[config.mk]
export PLATFORM = sky130hd
export DESIGN_NAME = vsr_ramp
export DESIGN_NICKNAME = d
export VERILOG_FILES = /design/src/rtl/vsr_pkg.sv /design/src/rtl/vsr_ramp.sv
export SDC_FILE = /design/constraint.sdc
export NUM_CORES = 1
export LEC_CHECK = 0
export BUFFER_PORTS_ARGS = -buffer_cell sky130_fd_sc_hd__buf_2
export CORE_MARGIN = 1
export CORE_UTILIZATION = 25
export CTS_BUF_LIST = sky130_fd_sc_hd__clkbuf_16
export DETAILED_ROUTE_END_ITERATION = 8
export PLACE_DENSITY_LB_ADDON = 0.1
export SLEW_MARGIN = 20
export SYNTH_ARGS = -nofsm -noshare
export SYNTH_HDL_FRONTEND = slang
export SYNTH_SLANG_ARGS = --single-unit
[constraint.sdc]
create_clock -name clk_in -period 8 [get_ports clk_in]
set_clock_uncertainty 0.05 [all_clocks]
set_input_delay 0 -clock clk_in [delete_from_list [all_inputs] [get_ports clk_in]]
set_output_delay 0 -clock clk_in [all_outputs]
set_load 0.005 [all_outputs]
[src/rtl/vsr_pkg.sv]
// constants and state type for the voltage scaling register and ramp block
package vsr_pkg;

	////////////////////////////////////////////////////////////////////////
	// register addresses, low two bits of the address byte
	localparam logic [1:0] ADDR_FLOOR = 2'h0;
	localparam logic [1:0] ADDR_ROOF = 2'h1;
	localparam logic [1:0] ADDR_MODE = 2'h2;
	localparam logic [1:0] ADDR_RAMP = 2'h3;
	localparam logic [5:0] ADDR_UPPER_ZERO = 6'h00;
	localparam logic [7:0] READ_UNMAPPED = 8'hFF;

	////////////////////////////////////////////////////////////////////////
	// voltage register fields
	localparam int CODE_MSB = 5;
	localparam int TUNE_BIT = 6;
	localparam int ENABLE_BIT = 7;

	// ramp control register fields
	localparam int SLEW_MSB = 2;
	localparam int STRAT_BIT = 5;
	localparam int GO_BIT = 7;
	localparam logic [2:0] SLEW_SINGLE = 3'h7;
	localparam logic [2:0] SLEW_MULTI_TOP = 3'h6;

	// mode register: forced pwm association per target register
	localparam int MODE_PWM_FLOOR = 0;
	localparam int MODE_PWM_ROOF = 1;

	// reset values
	localparam logic [7:0] MODE_RESET = 8'h00;
	localparam logic [7:0] RAMP_RESET = 8'h07;
	localparam logic TUNE_RESET = 1'b1;

	////////////////////////////////////////////////////////////////////////
	// timing and scaling
	localparam int CLK_FREQ_KHZ = 125000;
	localparam int STEP_UV_FINE = 12500;
	localparam int STEP_UV_COARSE = 25000;
	localparam logic [15:0] TIMER_ZERO = 16'h0000;

	typedef struct packed {
		logic en_s1;
		logic en_s2;
		logic sel_s1;
		logic sel_s2;
		logic [5:0] floor_code;
		logic [5:0] roof_code;
		logic tune;
		logic enable;
		logic [7:0] mode;
		logic [7:0] ramp;
		logic [5:0] target;
		logic [15:0] timer;
		logic ramping;
		logic regulated;
		logic run;
		logic [7:0] rdata;
		logic [21:0] target_uv;
	} vsr_state_t;

endpackage : vsr_pkg

[src/rtl/vsr_ramp.sv]
// voltage setting registers and output target slew logic
// Operation
// - slew code 111: upward moves jump straight to the new target
// - single-step, down to a forced pwm target: jump immediately
// - single-step, down to a pfm target: jump, rate left unregulated
// - codes 000..110 regulate the ramp both ways, any strategy or mode
// - multi-step moves one code per interval set by the slew code
// - low six bits of each voltage register are a step code 0..63
// - target is minimum voltage plus code times 12.5 or 25 mV
// - bit 6 picks inductor tuning: 0 for 2.2 uH, 1 for 1 uH
// - bit 6 is one shared flop seen by both voltage registers
// - bit 7 gates the enable pin; 0 forces shutdown, 1 is default
// - bit 7 is likewise shared by both voltage registers
// - go bit only acts in software strategy
// - go defaults 0; writing 1 starts the move toward roof code
// - software strategy: go clears itself once target is reached
// - low two address bits select one of four 8-bit registers
// - hardware strategy: select pin picks floor/roof, writes act at once
// - reads of undefined addresses return FFh
`timescale 1ns/1ps
`default_nettype none

module vsr_ramp #(
	parameter logic [5:0] FLOOR_RESET_CODE = 6'h00,
	parameter logic [5:0] ROOF_RESET_CODE = 6'h00,
	parameter logic ENABLE_RESET = 1'b1,
	parameter logic COARSE_STEP = 1'b0,
	parameter int MIN_UV = 600000,
	parameter int STEP_BASE_NS = 1000
) (
	// clock and reset
	input wire logic clk_in,
	input wire logic nrst_in,
	// register port from the serial slave
	input wire logic [7:0] reg_addr_in,
	input wire logic [7:0] reg_wdata_in,
	input wire logic reg_wr_in,
	input wire logic reg_rd_in,
	output logic [7:0] reg_rdata_out,
	// pins
	input wire logic enable_pin_in,
	input wire logic voltage_select_pin_in,
	// converter side
	output logic [5:0] target_code_out,
	output logic [21:0] target_uv_out,
	output logic ramping_out,
	output logic rate_regulated_out,
	output logic converter_run_out,
	output logic inductor_tune_out
);

	////////////////////////////////////////////////////////////////////////
	// derived constants; least interval rounds up
	localparam int BASE_CYC_RAW =
		(STEP_BASE_NS * (vsr_pkg::CLK_FREQ_KHZ / 1000) + 999) / 1000;
	localparam int BASE_CYC = (BASE_CYC_RAW < 1) ? 1 : BASE_CYC_RAW;
	localparam int STEP_UV = COARSE_STEP ?
		vsr_pkg::STEP_UV_COARSE : vsr_pkg::STEP_UV_FINE;

	localparam vsr_pkg::vsr_state_t ST_RESET = '{
		en_s1: 1'b0,
		en_s2: 1'b0,
		sel_s1: 1'b0,
		sel_s2: 1'b0,
		floor_code: FLOOR_RESET_CODE,
		roof_code: ROOF_RESET_CODE,
		tune: vsr_pkg::TUNE_RESET,
		enable: ENABLE_RESET,
		mode: vsr_pkg::MODE_RESET,
		ramp: vsr_pkg::RAMP_RESET,
		target: FLOOR_RESET_CODE,
		timer: vsr_pkg::TIMER_ZERO,
		ramping: 1'b0,
		regulated: 1'b1,
		run: 1'b0,
		rdata: vsr_pkg::READ_UNMAPPED,
		target_uv: 22'(MIN_UV + int'(FLOOR_RESET_CODE) * STEP_UV)
	};

	////////////////////////////////////////////////////////////////////////
	// functions

	// address byte maps to a register only when its upper bits are zero
	function automatic logic addr_hit(input logic [7:0] a,
		input logic [1:0] idx);
		addr_hit = (a[7:2] == vsr_pkg::ADDR_UPPER_ZERO) && (a[1:0] == idx);
	endfunction : addr_hit

	// cycles between micro-steps; slower codes double the gap
	function automatic logic [15:0] step_gap(input logic [2:0] slew);
		logic [2:0] sh;
		sh = vsr_pkg::SLEW_MULTI_TOP - slew;
		step_gap = 16'(BASE_CYC) << sh;
	endfunction : step_gap

	////////////////////////////////////////////////////////////////////////
	// state

	vsr_pkg::vsr_state_t st_r;
	vsr_pkg::vsr_state_t st_nxt;

	logic [5:0] sel_code;
	logic sel_pwm;
	logic hw_strat;
	logic single;
	logic active;
	logic moving;
	logic go_write;

	always_comb
	begin
		st_nxt = st_r;

		// pin synchronisers
		st_nxt.en_s1 = enable_pin_in;
		st_nxt.en_s2 = st_r.en_s1;
		st_nxt.sel_s1 = voltage_select_pin_in;
		st_nxt.sel_s2 = st_r.sel_s1;

		// register writes
		go_write = 1'b0;
		if (reg_wr_in)
		begin
			if (addr_hit(reg_addr_in, vsr_pkg::ADDR_FLOOR))
			begin
				st_nxt.floor_code = reg_wdata_in[vsr_pkg::CODE_MSB:0];
				st_nxt.tune = reg_wdata_in[vsr_pkg::TUNE_BIT];
				st_nxt.enable = reg_wdata_in[vsr_pkg::ENABLE_BIT];
			end
			if (addr_hit(reg_addr_in, vsr_pkg::ADDR_ROOF))
			begin
				st_nxt.roof_code = reg_wdata_in[vsr_pkg::CODE_MSB:0];
				st_nxt.tune = reg_wdata_in[vsr_pkg::TUNE_BIT];
				st_nxt.enable = reg_wdata_in[vsr_pkg::ENABLE_BIT];
			end
			if (addr_hit(reg_addr_in, vsr_pkg::ADDR_MODE))
			begin
				st_nxt.mode = reg_wdata_in;
			end
			if (addr_hit(reg_addr_in, vsr_pkg::ADDR_RAMP))
			begin
				st_nxt.ramp = reg_wdata_in;
				go_write = reg_wdata_in[vsr_pkg::GO_BIT];
			end
		end

		// selected code; software strategy always heads for the roof
		hw_strat = st_r.ramp[vsr_pkg::STRAT_BIT];
		single = st_r.ramp[vsr_pkg::SLEW_MSB:0] == vsr_pkg::SLEW_SINGLE;
		if (hw_strat && !st_r.sel_s2)
		begin
			sel_code = st_r.floor_code;
			sel_pwm = st_r.mode[vsr_pkg::MODE_PWM_FLOOR];
		end
		else
		begin
			sel_code = st_r.roof_code;
			sel_pwm = st_r.mode[vsr_pkg::MODE_PWM_ROOF];
		end

		// go is ignored under the hardware strategy
		active = hw_strat || st_r.ramp[vsr_pkg::GO_BIT];
		moving = active && (st_r.target != sel_code);

		if (moving && single)
		begin
			// one jump; a pfm target drops at the load's pace, unregulated
			st_nxt.target = sel_code;
			st_nxt.regulated = (sel_code > st_r.target) || sel_pwm;
			st_nxt.timer = step_gap(vsr_pkg::SLEW_MULTI_TOP);
		end
		else if (moving)
		begin
			st_nxt.regulated = 1'b1;
			if (st_r.timer == vsr_pkg::TIMER_ZERO)
			begin
				// steps track sel_code live, so a new code redirects
				if (sel_code > st_r.target)
				begin
					st_nxt.target = st_r.target + 6'h01;
				end
				else
				begin
					st_nxt.target = st_r.target - 6'h01;
				end
				st_nxt.timer = step_gap(st_r.ramp[vsr_pkg::SLEW_MSB:0]) -
					16'h0001;
			end
			else
			begin
				st_nxt.timer = st_r.timer - 16'h0001;
			end
		end
		else
		begin
			// first micro-step waits a full interval after the request
			st_nxt.timer = step_gap(st_nxt.ramp[vsr_pkg::SLEW_MSB:0]) -
				16'h0001;
			if (st_nxt.ramp[vsr_pkg::SLEW_MSB:0] ==
				vsr_pkg::SLEW_SINGLE)
			begin
				st_nxt.timer = vsr_pkg::TIMER_ZERO;
			end
		end
		st_nxt.ramping = active && (st_nxt.target != sel_code);

		// self clear on arrival; a fresh write of one wins over it
		if (!hw_strat && st_r.ramp[vsr_pkg::GO_BIT] &&
			(st_r.target == st_r.roof_code) && !go_write)
		begin
			st_nxt.ramp[vsr_pkg::GO_BIT] = 1'b0;
		end

		// shutdown bit overrides the pin
		st_nxt.run = st_nxt.enable && st_r.en_s2;

		st_nxt.target_uv = 22'(MIN_UV) +
			22'(st_nxt.target) * 22'(STEP_UV);

		// read data, registered one cycle after the strobe
		if (reg_rd_in)
		begin
			if (addr_hit(reg_addr_in, vsr_pkg::ADDR_FLOOR))
			begin
				st_nxt.rdata = {st_r.enable, st_r.tune, st_r.floor_code};
			end
			else if (addr_hit(reg_addr_in, vsr_pkg::ADDR_ROOF))
			begin
				st_nxt.rdata = {st_r.enable, st_r.tune, st_r.roof_code};
			end
			else if (addr_hit(reg_addr_in, vsr_pkg::ADDR_MODE))
			begin
				st_nxt.rdata = st_r.mode;
			end
			else if (addr_hit(reg_addr_in, vsr_pkg::ADDR_RAMP))
			begin
				st_nxt.rdata = st_r.ramp;
			end
			else
			begin
				st_nxt.rdata = vsr_pkg::READ_UNMAPPED;
			end
		end
	end

	always_ff @(posedge clk_in or negedge nrst_in)
	begin
		if (!nrst_in)
		begin
			st_r <= ST_RESET;
		end
		else
		begin
			st_r <= st_nxt;
		end
	end

	////////////////////////////////////////////////////////////////////////
	// outputs

	assign reg_rdata_out = st_r.rdata;
	assign target_code_out = st_r.target;
	assign target_uv_out = st_r.target_uv;
	assign ramping_out = st_r.ramping;
	assign rate_regulated_out = st_r.regulated;
	assign converter_run_out = st_r.run;
	assign inductor_tune_out = st_r.tune;
endmodule : vsr_ramp

`default_nettype wire

== Word-level counts from Yosys, hierarchy flattened ==
Cells that the tools add are included.

* Input bits: 22
* Output and inout bits: 40
* Flip-flop bits (word level): 88
* Word-level logic and storage cells: 92

* Equal/unequal tests: 8
* Multiplexer cells: 23
* $lt $le $gt $ge: 1
* Shift-type cells: 2
* Multipliers: 1
* Reduce and logical (&&, ||, !) cells: 30
* Add/subtract/negate cells: 8

{| class="wikitable"
|+ Operators by type and width
! operator !! count
|-
| 2-to-1 mux 16 bit || 3
|-
| 2-to-1 mux 8 bit || 6
|-
| subtractor 16 x 1 -> 16 bit (second input constant) || 3
|-
| << shifter 7 x 3 -> 16 bit (first input constant) || 2
|-
| 2-to-1 mux 6 bit || 4
|-
| 2-to-1 mux 22 bit || 1
|-
| adder 20 x 20 -> 21 bit (first input constant) || 1
|-
| multiplier 6 x 12 -> 18 bit (second input constant) || 1
|-
| 2-to-1 mux 17 bit || 1
|-
| zero test 16 bit || 1
|-
| logical AND 1 bit || 12
|-
| inequality test 6 bit || 2
|-
| AND reduction 2 bit || 6
|-
| nonzero test 2 bit || 4
|-
| adder 6 x 1 -> 6 bit (second input constant) || 1
|-
| == test 3 bit (second input constant) || 2
|-
| == test 6 bit || 1
|-
| > comparator 6 bit || 1
|-
| zero test 6 bit || 1
|-
| 2-to-1 mux 1 bit || 6
|-
| subtractor 3 bit (first input constant) || 2
|-
| subtractor 6 x 1 -> 6 bit (second input constant) || 1
|-
| == test 2 bit (second input constant) || 2
|-
| 2-to-1 mux 2 bit || 2
|-
| 4 further kinds || 7
|}

== Depth between registers and ports, before layout ==
Gate-level depths: netlist of run 1.

* Depth after elaboration: 13
* Depth in mapped cells: 32
* Depth with buffers taken out: 31

== Least setup slack after synthesis of run 1 ==
OpenSTA, ideal clock, no wires.

* Path kind: register to register
* Start: register st_r (netlist bit hw_strat)
* End: register st_r (netlist bit target_uv_out[19])
* Data arrival time: 6.755 ns
* Stages on the path, launching flop included: 28
* Data required time: 7.865 ns
* Clock period less this slack: 6.890 ns
* Slack: 1.110 ns
* Setup time: 0.085 ns
* Buffers on the path: 1
* Cells stage by stage: dfrtp_1 > nor2b_1 > buf_2 > mux2i_1 > inv_1 > ha_1 > a21o_1 > a21o_1 > a211oi_1 > or2_2 > ha_1 > a21oi_1 > nand2_1 > xor2_1 > o32a_1 > a21boi_0 > ha_1 > ha_1 > fa_1 > fa_1 > a211o_1 > o21a_1 > xor2_1 > o311ai_0 > nand2_1 > a31oi_1 > nor3b_2 > xor2_1

{| class="wikitable"
|+ RTL lines
! element !! RTL line !! RTL
|-
| start: declaration || vsr_ramp.sv:99 || <nowiki>vsr_pkg::vsr_state_t st_r;</nowiki>
|-
| start signal: assignment || vsr_ramp.sv:254 || <nowiki>st_r <= st_nxt;</nowiki>
|}

==> impl_results.md, run 1 <==
* Final slew viol count at 0
* RSZ-0062 raised after global routing: false
* Vias per inst at 4.73
* R2R depth at 28
* Hold_sp: reg_wr_in
* Class of the most critical setup path: register to register
* Die Area at 0.0258 mm^2
* Cell count of the worst hold path at 4
* Setup TNS Final at 0 ns
* Initial Util at 25.7%
* Internal power at 0.727 mW
* Mean Syn Cell Area at 10.1 um^2
* CTS Buf Count at 9
* Top post-synthesis cells by area: dfrtp_1 (25%), ha_1 (13%), dfstp_2 (9.2%)
* Clk sinks at 84
* Dominant cell type by area after synthesis: dfrtp_1
* Worst-path clk slew at 0.07 ns
* LEAKAGE at 3.37 nW
* Die width at 161 um
* Pwr dens at 143 mW/mm^2
* Post-DP HPWL at 12.5 mm
* Final count of hold timing violations at 0
* Final period demand of the worst path at 7.41 ns
* FF+latch count, synth at 84
* Relative slew slack at 34.7%
* Sequential fraction of the synthesis area at 33.8%
* DRC viols at 0
* Reg2reg end: target_uv_out[20]
* CTS Buffer Depth at 2
* Leading cell type in the layout, fill and taps excluded: ha_1
* Yosys top cell area share at 24.6%
* Gate Count Post-Synth at 624
* Initial antenna violation count at 0
* Reg2reg setup slack at 0.59 ns
* Status: completed
* Power consumption at 1.03 mW
* Ports at 62
* Commonest non-fill, non-tap cells in the layout: ha_1 (64), dfrtp_1 (61), buf_2 (57)
* Root Buffer: clkbuf_16
* Fraction of registers with async set/reset at 100%
* Register area at 0.00213 mm^2
* Total track usage at 13.4%
* Largest net degree at the start of global routing at 61
* Net Sw Frac at 29.4%
* Hold Path Class: input port to register
* Worst-Skew Late Latency at 0.35 ns
* CTS tree: yes
* Via count at 4719
* Die height at 161 um
* FILL cells at 2624
* Std-Cell Core Area at 0.0245 mm^2
* Arrival @ worst endpoint at 7.59 ns
* YS warnings at 0
* Comb pwr share at 12.8%
* Synth unique cells at 84
* Area of the multi-input gates at 0.00369 mm^2
* Period utilization at 92.7%
* Hold Path Sink: inductor_tune_out
* First-pass GRT wire length at 27.2 mm
* PortBufs at 58
* Htree depth at 3
* Final ANT Viol Nets at 0
* Vias in the first global route at 4944
* CP Capture Type: register
* Crit path max fanout at 8
* Worst-Margin Slew at 0.976 ns
* WL per Instance at 16.5 um
* Drt first pass iters at 4
* Max VDD drop at 0.0704 mV
* Post-synth EDFFs at 0
* Drt first-iter violations at 218
* CP peak stage delay at 0.54 ns
* Post-Syn Area at 0.00630 mm^2
* Switching power at 0.302 mW
* Sequential power share at 45.2%
* Most Frequent Cell on Critical Path: ha_1
* Max Freq at 135 MHz
* Synth Flop Type: dfrtp_1
* Number of setup violations in the final report at 0
* ANT cells at 0
* Startpoint type of the worst setup path: register
* Max Cap Viol at 0
* GRT overflow at 0
* RePlAce Congestion at 0.865
* Worst path required time at 8.17 ns
* R2R Path Start: hw_strat
* Layout cells sized above 1 at 24.6%
* Cell row count at 57
* CP max-delay cell: fa_1
* Area grow syn2layout at 14.0%
* Clock network power share at 42.0%
* Final net count at 760
* WL final at 16.4 mm
## cell families after synthesis
group / share of synthesized area [%]
simple gates: 12.9
compound gates: 14.2
buf+inv: 8.09
flops: 33.8
fa+ha+maj: 14.3
xor+xnor: 7.25
mux: 9.32
other cells: 0.0595
## area by class of cell
type                    count  share of cell area, %
well taps                 324                   5.65
inverters                  42                   2.20
clock inverters             7                   1.06
flip-flops and latches     84                   29.7
multi-input cells         451                   51.4
clock buffers               9                   3.14
repair buffers             81                   6.90
## synthesized netlist by cell type (6+ instances only)
master    instances
nand2b_1          7
mux2i_1          13
a21o_1            7
o21ai_0          26
o22a_1            8
o22ai_1           8
clkbuf_1          6
a21oi_1          28
nand2_1          37
a31oi_1           6
nor3_1           15
a211oi_1          7
mux2_2           26
dfstp_2          22
buf_4            38
dfrtp_1          62
xor2_1           24
nor4_1            6
mux4_2            6
inv_1            42
xnor2_1          25
nor2_1           34
ha_1             64
## state kept, by name, summed over array words and instances (netlist names)
name,cells
converter_run_out,1
hw_strat,1
inductor_tune_out,1
ramping_out,1
rate_regulated_out,1
reg_rdata_out,8
st_nxt,2
st_r,46
target_code_out,6
target_uv_out,17
## power by group through the flow
stage / registers (mW) / clock network, mW / logic [mW]
6_report: 0.466 / 0.432 / 0.132
5_1_grt: 0.468 / 0.472 / 0.148
4_1_cts: 0.466 / 0.452 / 0.134
3_5_place_dp: 0.473 / 0 / 0.128
3_3_place_gp: 0.473 / 0 / 0.128
2_1_floorplan: 0.466 / 0 / 0.0867
## worst max-delay path by stage
stage	from	endpoint	slack [ns]	cells after the start
global route	hw_strat	target_uv_out[19]	0.03	28
global placement	hw_strat	target_uv_out[19]	0.33	28
CTS	hw_strat	target_uv_out[19]	0.14	28
finish	hw_strat	target_uv_out[20]	0.59	28
floorplan	hw_strat	target_uv_out[19]	1.11	27
detailed placement	hw_strat	target_uv_out[19]	0.16	28
## repair_timing
item / 4_1_cts / 5_1_grt
gates resized for setup: 0 / 7
setup endpoints to repair: 0 / 6
hold buffers: 12 / 0
endpoints found under the hold margin: 61 / 0
setup buffers: 0 / 1
## routing by layer
layer / part of all wire, % / global-route usage [%] / up-vias / wire length [um]
met3: 4.2 / 2.32 / 15 / 697
met4: 1.4 / 4.37 / 0 / 223
met2: 44 / 20.9 / 120 / 7280
li1: - / - / 2298 / -
met5: 0 / 0 / - / 0
met1: 50 / 18.7 / 2286 / 8250
## stage by stage
stage                     util, %  hold slack (ns)  instance area (um^2)  setup WS (ns)  instances
final                        29.3           0.0210                  7180          0.586        998
after global routing         29.3           0.0271                  7180         0.0349        998
after CTS                    29.1          0.00715                  7150          0.145        997
after detailed placement     27.4           -0.102                  6730          0.164        969
after global placement       27.4           -0.102                  6730          0.325        969
after floorplan                 -           -0.346                  6300           1.11        626
## critical path, delay by kind of cell (launching register included)
| family | cells | cell delay [ns] |
|---|---|---|
| compound gates | 12 | 2.32 |
| fa+ha+maj | 6 | 2.26 |
| simple gates | 6 | 1.19 |
| mux | 2 | 0.67 |
| flops | 1 | 0.44 |
| xor+xnor | 1 | 0.20 |
| buf+inv | 1 | 0.17 |
Power figures use the tool's default switching activity.
==> inputs of run 2 (changes only) <==
--- a/config.mk
+++ b/config.mk
@@ -5,7 +5,7 @@
 export SDC_FILE = /design/constraint.sdc
 export NUM_CORES = 1
 export LEC_CHECK = 0
-export BUFFER_PORTS_ARGS = -buffer_cell sky130_fd_sc_hd__buf_2
+export BUFFER_PORTS_ARGS = -buffer_cell sky130_fd_sc_hd__clkbuf_2
 export CORE_MARGIN = 1
 export CORE_UTILIZATION = 25
 export CTS_BUF_LIST = sky130_fd_sc_hd__clkbuf_16
==> run 2 against run 1 <==
Global-route usage is 0.24 points lower. Total power is 0.94% lower. Critical endpoint is now target_uv_out[19]. Highest routed layer unchanged. Register-to-register slack worse by 0.06 ns. Count of clock-buffer cells in the layout stayed put. Fmax is 0.75% lower. First-iteration DRC count is 19% higher. Hold slack better by 0.0064 ns. Routed wire length is 2.5% lower. Sequential cell count stayed put. Die area stayed put. Cell area is 0.21% lower.
==> impl_results.md, run 2 (synthesized netlist as in run 1, its figures left out) <==
* WL final at 16.0 mm
* Arrival @ worst endpoint at 7.70 ns
* Max Freq at 134 MHz
* Initial Util at 25.7%
* Worst-path clk slew at 0.07 ns
* Max VDD drop at 0.0996 mV
* First-pass GRT wire length at 26.7 mm
* Die width at 161 um
* Layout cells sized above 1 at 24.5%
* Initial antenna violation count at 0
* Reg2reg setup slack at 0.53 ns
* DRC viols at 0
* Leading cell type in the layout, fill and taps excluded: ha_1
* Vias in the first global route at 4843
* CP max-delay cell: fa_1
* CTS tree: yes
* LEAKAGE at 3.37 nW
* Pwr dens at 142 mW/mm^2
* Die Area at 0.0258 mm^2
* Largest register FFs at 46
* ANT cells at 0
* Min Hold Slack at 0.0274 ns
* CTS Buf Count at 9
* Critical Path Start: hw_strat
* Cell row count at 57
* Worst path required time at 8.23 ns
* Htree depth at 3
* Relative slew slack at 44.0%
* Commonest non-fill, non-tap cells in the layout: ha_1 (64), dfrtp_1 (61), clkbuf_2 (57)
* PortBufs at 58
* Post-DP HPWL at 12.2 mm
* Drt first pass iters at 4
* Max Cap Viol at 0
* Crit path max fanout at 8
* Total track usage at 13.2%
* R2R Path Start: hw_strat
* Final Util at 29.2%
* Final count of hold timing violations at 0
* Top Family by Delay on Critical Path: compound AO/OA/AOI/OAI gates
* Clk sinks at 84
* GRT overflow at 0
* CP Capture Type: register
* Power consumption at 1.02 mW
* Largest net degree at the start of global routing at 61
* Status: completed
* WL per Instance at 16.1 um
* Top reg by flops: st_r
* Final net count at 759
* FILL cells at 2596
* Final slew viol count at 0
* Startpoint type of the worst setup path: register
* Area grow syn2layout at 13.7%
* Die height at 161 um
* Root Buffer: clkbuf_16
* Setup TNS Final at 0 ns
* CP peak stage delay at 0.54 ns
* Hold_sp: reg_wr_in
* RePlAce Congestion at 0.876
* Number of setup violations in the final report at 0
* Worst-Margin Slew at 0.837 ns
* Worst-Skew Late Latency at 0.35 ns
* Class of the most critical setup path: register to register
* Final period demand of the worst path at 7.47 ns
* Most Frequent Cell on Critical Path: ha_1
* Via count at 4685
* Hold Path Class: input port to register
* CTS Buffer Depth at 2
* Drt first-iter violations at 260
* Ports at 62
* Final ANT Viol Nets at 0
* Period utilization at 93.4%
* Std-Cell Core Area at 0.0245 mm^2
* Vias per inst at 4.70
* Buf/Inv on CP at 3
run 2: cell count changes in the layout (fill, tap and decap cells not counted), sizes merged:
cell	delta
clkbuf	+57
buf	-58
inv	+1
clkinv	-1
run 2: power by group:
group | internal (mW) | switching (mW)
Combinational | 0.0585 | 0.0727
Sequential | 0.446 | 0.0190
Clock | 0.222 | 0.201
Total | 0.727 | 0.293
run 2: cell type report:
class	instances	area (um^2)	area share [%]
Sequential cell	84	2130	29.8
Timing Repair Buffer	80	488	6.81
Tap cell	324	405	5.66
Clock inverter	7	71.3	0.996
Multi-Input combinational cell	451	3680	51.4
Clock buffer	9	225	3.14
Inverter	42	158	2.20
run 2: stage by stage:
| stage | instance area (um^2) | instances | worst slack (ns) |
|---|---|---|---|
| after floorplan | 6300 | 626 | 1.11 |
| after detailed placement | 6730 | 969 | 0.302 |
| after global placement | 6730 | 969 | 0.493 |
| after global routing | 7160 | 997 | -0.00923 |
| final | 7160 | 997 | 0.530 |
| after CTS | 7140 | 997 | 0.262 |
run 2: repair_timing:
item                                    CTS  global route
gates resized for setup                   0             7
buffers inserted                          0             0
hold buffers                             12             0
endpoints found under the hold margin    55             0
endpoints found under the setup margin    0             5
run 2: worst min-delay path, stage by stage:
cell	delay (ns)
clkbuf_2	0.11
nand3b_1	0.16
nand2_1	0.11
nand2_1	0.04
run 2: worst paths after layout:
kind                                      to  depth (start not counted)
hold reg to reg                     st_r[87]                          0
min in group asynchronous           st_r[45]                          2
max in group asynchronous           hw_strat                          3
setup reg to reg           target_uv_out[19]                         30
hold / removal             inductor_tune_out                          4
setup / recovery           target_uv_out[19]                         30
run 2: routing by layer:
metal  wire (um)  vias to the layer above  global-route usage (%)
li1            -                     2291                       -
met2        7060                      113                    20.6
met4         235                        0                    4.29
met1        8090                     2265                    18.5
met3         646                       16                    2.04
met5           0                        -                       0
==> inputs of run 3 (changes only) <==
--- a/config.mk
+++ b/config.mk
@@ -10,6 +10,7 @@
 export CORE_UTILIZATION = 25
 export CTS_BUF_LIST = sky130_fd_sc_hd__clkbuf_16
 export DETAILED_ROUTE_END_ITERATION = 8
+export GPL_TIMING_DRIVEN = 0
 export PLACE_DENSITY_LB_ADDON = 0.1
 export SLEW_MARGIN = 20
 export SYNTH_ARGS = -nofsm -noshare
==> run 3 against run 2 <==
Die area did not move. Highest routed layer unchanged. Sequential cell count did not move. Critical path depth fell by 1. Routed wire length rose by 2.6%. Non-clock buffer count rose by 40. First-iteration DRC count fell by 20%. Register-to-register slack improved by 0.03 ns. Fmax rose by 0.34%. Hold slack improved by 0.0021 ns. Critical path type unchanged.
==> impl_results.md, run 3 (synthesized netlist as in run 1, its figures left out) <==
* Max Freq at 134 MHz
* Vias in the first global route at 4924
* Clock network power share at 41.7%
* Internal power at 0.728 mW
* Die Area at 0.0258 mm^2
* R2R Path Start: hw_strat
* Die width at 161 um
* Crit path max fanout at 8
* Die height at 161 um
* GRT overflow at 0
* CP max-delay cell: dfrtp_2
* Net Sw Frac at 29.5%
* Comb pwr share at 13.2%
* Max VDD drop at 0.0941 mV
* Hold Path Sink: inductor_tune_out
* Final net count at 799
* CTS Buffer Depth at 2
* CTS tree: yes
* Hold_sp: reg_wr_in
* Number of setup violations in the final report at 0
* Clk sinks at 84
* Via count at 4833
* Hold Path Class: input port to register
* PortBufs at 57
* First-pass GRT wire length at 27.0 mm
* Drt first-iter violations at 207
* Final slew viol count at 0
* Final period demand of the worst path at 7.44 ns
* Htree depth at 3
* Max Cap Viol at 0
* WL per Instance at 15.9 um
* Layout cells sized above 1 at 28.3%
* Post-DP HPWL at 12.3 mm
* Vias per inst at 4.66
* Pwr dens at 138 mW/mm^2
* Switching power at 0.305 mW
* Worst path required time at 8.23 ns
* CP peak stage delay at 0.43 ns
* Commonest non-fill, non-tap cells in the layout: ha_1 (64), dfrtp_1 (61), clkbuf_2 (56)
* Largest register FFs at 46
* WL final at 16.4 mm
* Status: completed
* Total track usage at 13.4%
* Leading cell type in the layout, fill and taps excluded: ha_1
* Top reg by flops: st_r
* Sequential power share at 45.1%
* Reg2reg setup slack at 0.56 ns
* Cell count of the worst hold path at 4
* Reg2reg end: target_uv_out[19]
* Final ANT Viol Nets at 0
* DRC viols at 0
* CP Capture Type: register
* Worst-path clk slew at 0.08 ns
* Largest net degree at the start of global routing at 85
* LEAKAGE at 3.56 nW
* RePlAce Congestion at 0.820
* Startpoint type of the worst setup path: register
* Period utilization at 93.1%
* Std-Cell Core Area at 0.0245 mm^2
* Worst-Skew Late Latency at 0.35 ns
* Final Util at 30.6%
* Min Hold Slack at 0.0296 ns
* Area grow syn2layout at 19.1%
* Most Frequent Cell on Critical Path: ha_1
* R2R depth at 29
* Initial Util at 25.7%
* Final count of hold timing violations at 0
* ANT cells at 0
* Worst-Margin Slew at 0.860 ns
* CTS Buf Count at 9
* Drt first pass iters at 4
* Ports at 62
* Root Buffer: clkbuf_16
* Initial antenna violation count at 0
* Arrival @ worst endpoint at 7.67 ns
* Class of the most critical setup path: register to register
* Power consumption at 1.03 mW
* Cell row count at 57
* Relative slew slack at 42.4%
* Critical Path Start: hw_strat
## run 3: cell count changes in the layout (fill, tap and decap cells not counted), moves of 2 or more
cell      before  now
buf_1          0    2
clkinv_8       0    2
inv_8          4    1
clkbuf_1       0    6
mux2i_4        0    2
mux2i_1       13   10
buf_4         11   41
## run 3: area by class of cell
type	count	area (um^2)
Multi-Input combinational cell	451	3720
Tap cell	324	405
Fill cell	2562	17000
Clock inverter	7	78.8
Clock buffer	9	225
Sequential cell	84	2130
Buffer	49	354
Timing Repair Buffer	71	427
Inverter	42	158
## run 3: how the worst max path moves through the flow
stage,endpoint,slack [ns],cells past startpoint
global route,target_uv_out[20],-0.02,27
detailed placement,target_uv_out[19],-0.20,27
finish,target_uv_out[19],0.56,29
CTS,target_uv_out[20],0.07,29
floorplan,target_uv_out[19],1.11,27
global placement,target_uv_out[19],-0.26,27
## run 3: timing repair
action / 4_1_cts / 5_1_grt
gates resized for setup: 2 / 14
endpoints found under the hold margin: 91 / 0
buffers inserted: 0 / 3
hold buffers: 11 / 0
pin swaps: 0 / 1
setup endpoints to repair: 4 / 7
## run 3: critical path, delay by kind of cell, from the launching register on
kind	cells	cell delay (ns)
AOI/OAI and AO/OA	9	2.11
xor gates and xnor gates	2	0.32
adders and majority gates	7	2.29
buffers and inverters	3	0.38
DFF	1	0.43
muxes	1	0.32
and+or+nand+nor	7	1.48
## run 3: power groups by stage
stage / clock [mW] / sequential, mW / combinational (mW)
2_1_floorplan: 0 / 0.466 / 0.0867
3_3_place_gp: 0 / 0.473 / 0.127
3_5_place_dp: 0 / 0.473 / 0.129
4_1_cts: 0.452 / 0.466 / 0.134
5_1_grt: 0.468 / 0.469 / 0.154
6_report: 0.431 / 0.466 / 0.136
## run 3: metal layers
metal / vias to the layer above / track usage (%) / routed length (um)
li1: 2362 / - / -
met1: 2353 / 18.5 / 8210
met2: 106 / 21.3 / 7390
met3: 12 / 2.79 / 662
met4: 0 / 3.00 / 176
met5: - / 0 / 0
## run 3: metrics by stage
stage | setup TNS, ns | cells | cell area [um^2] | setup slack, ns
CTS | 0 | 1034 | 7420 | 0.0727
finish | 0 | 1037 | 7500 | 0.555
global route | -0.0185 | 1037 | 7500 | -0.0185
floorplan | 0 | 626 | 6300 | 1.11
global placement | -0.682 | 1007 | 7000 | -0.258
detailed placement | -0.438 | 1007 | 7000 | -0.202
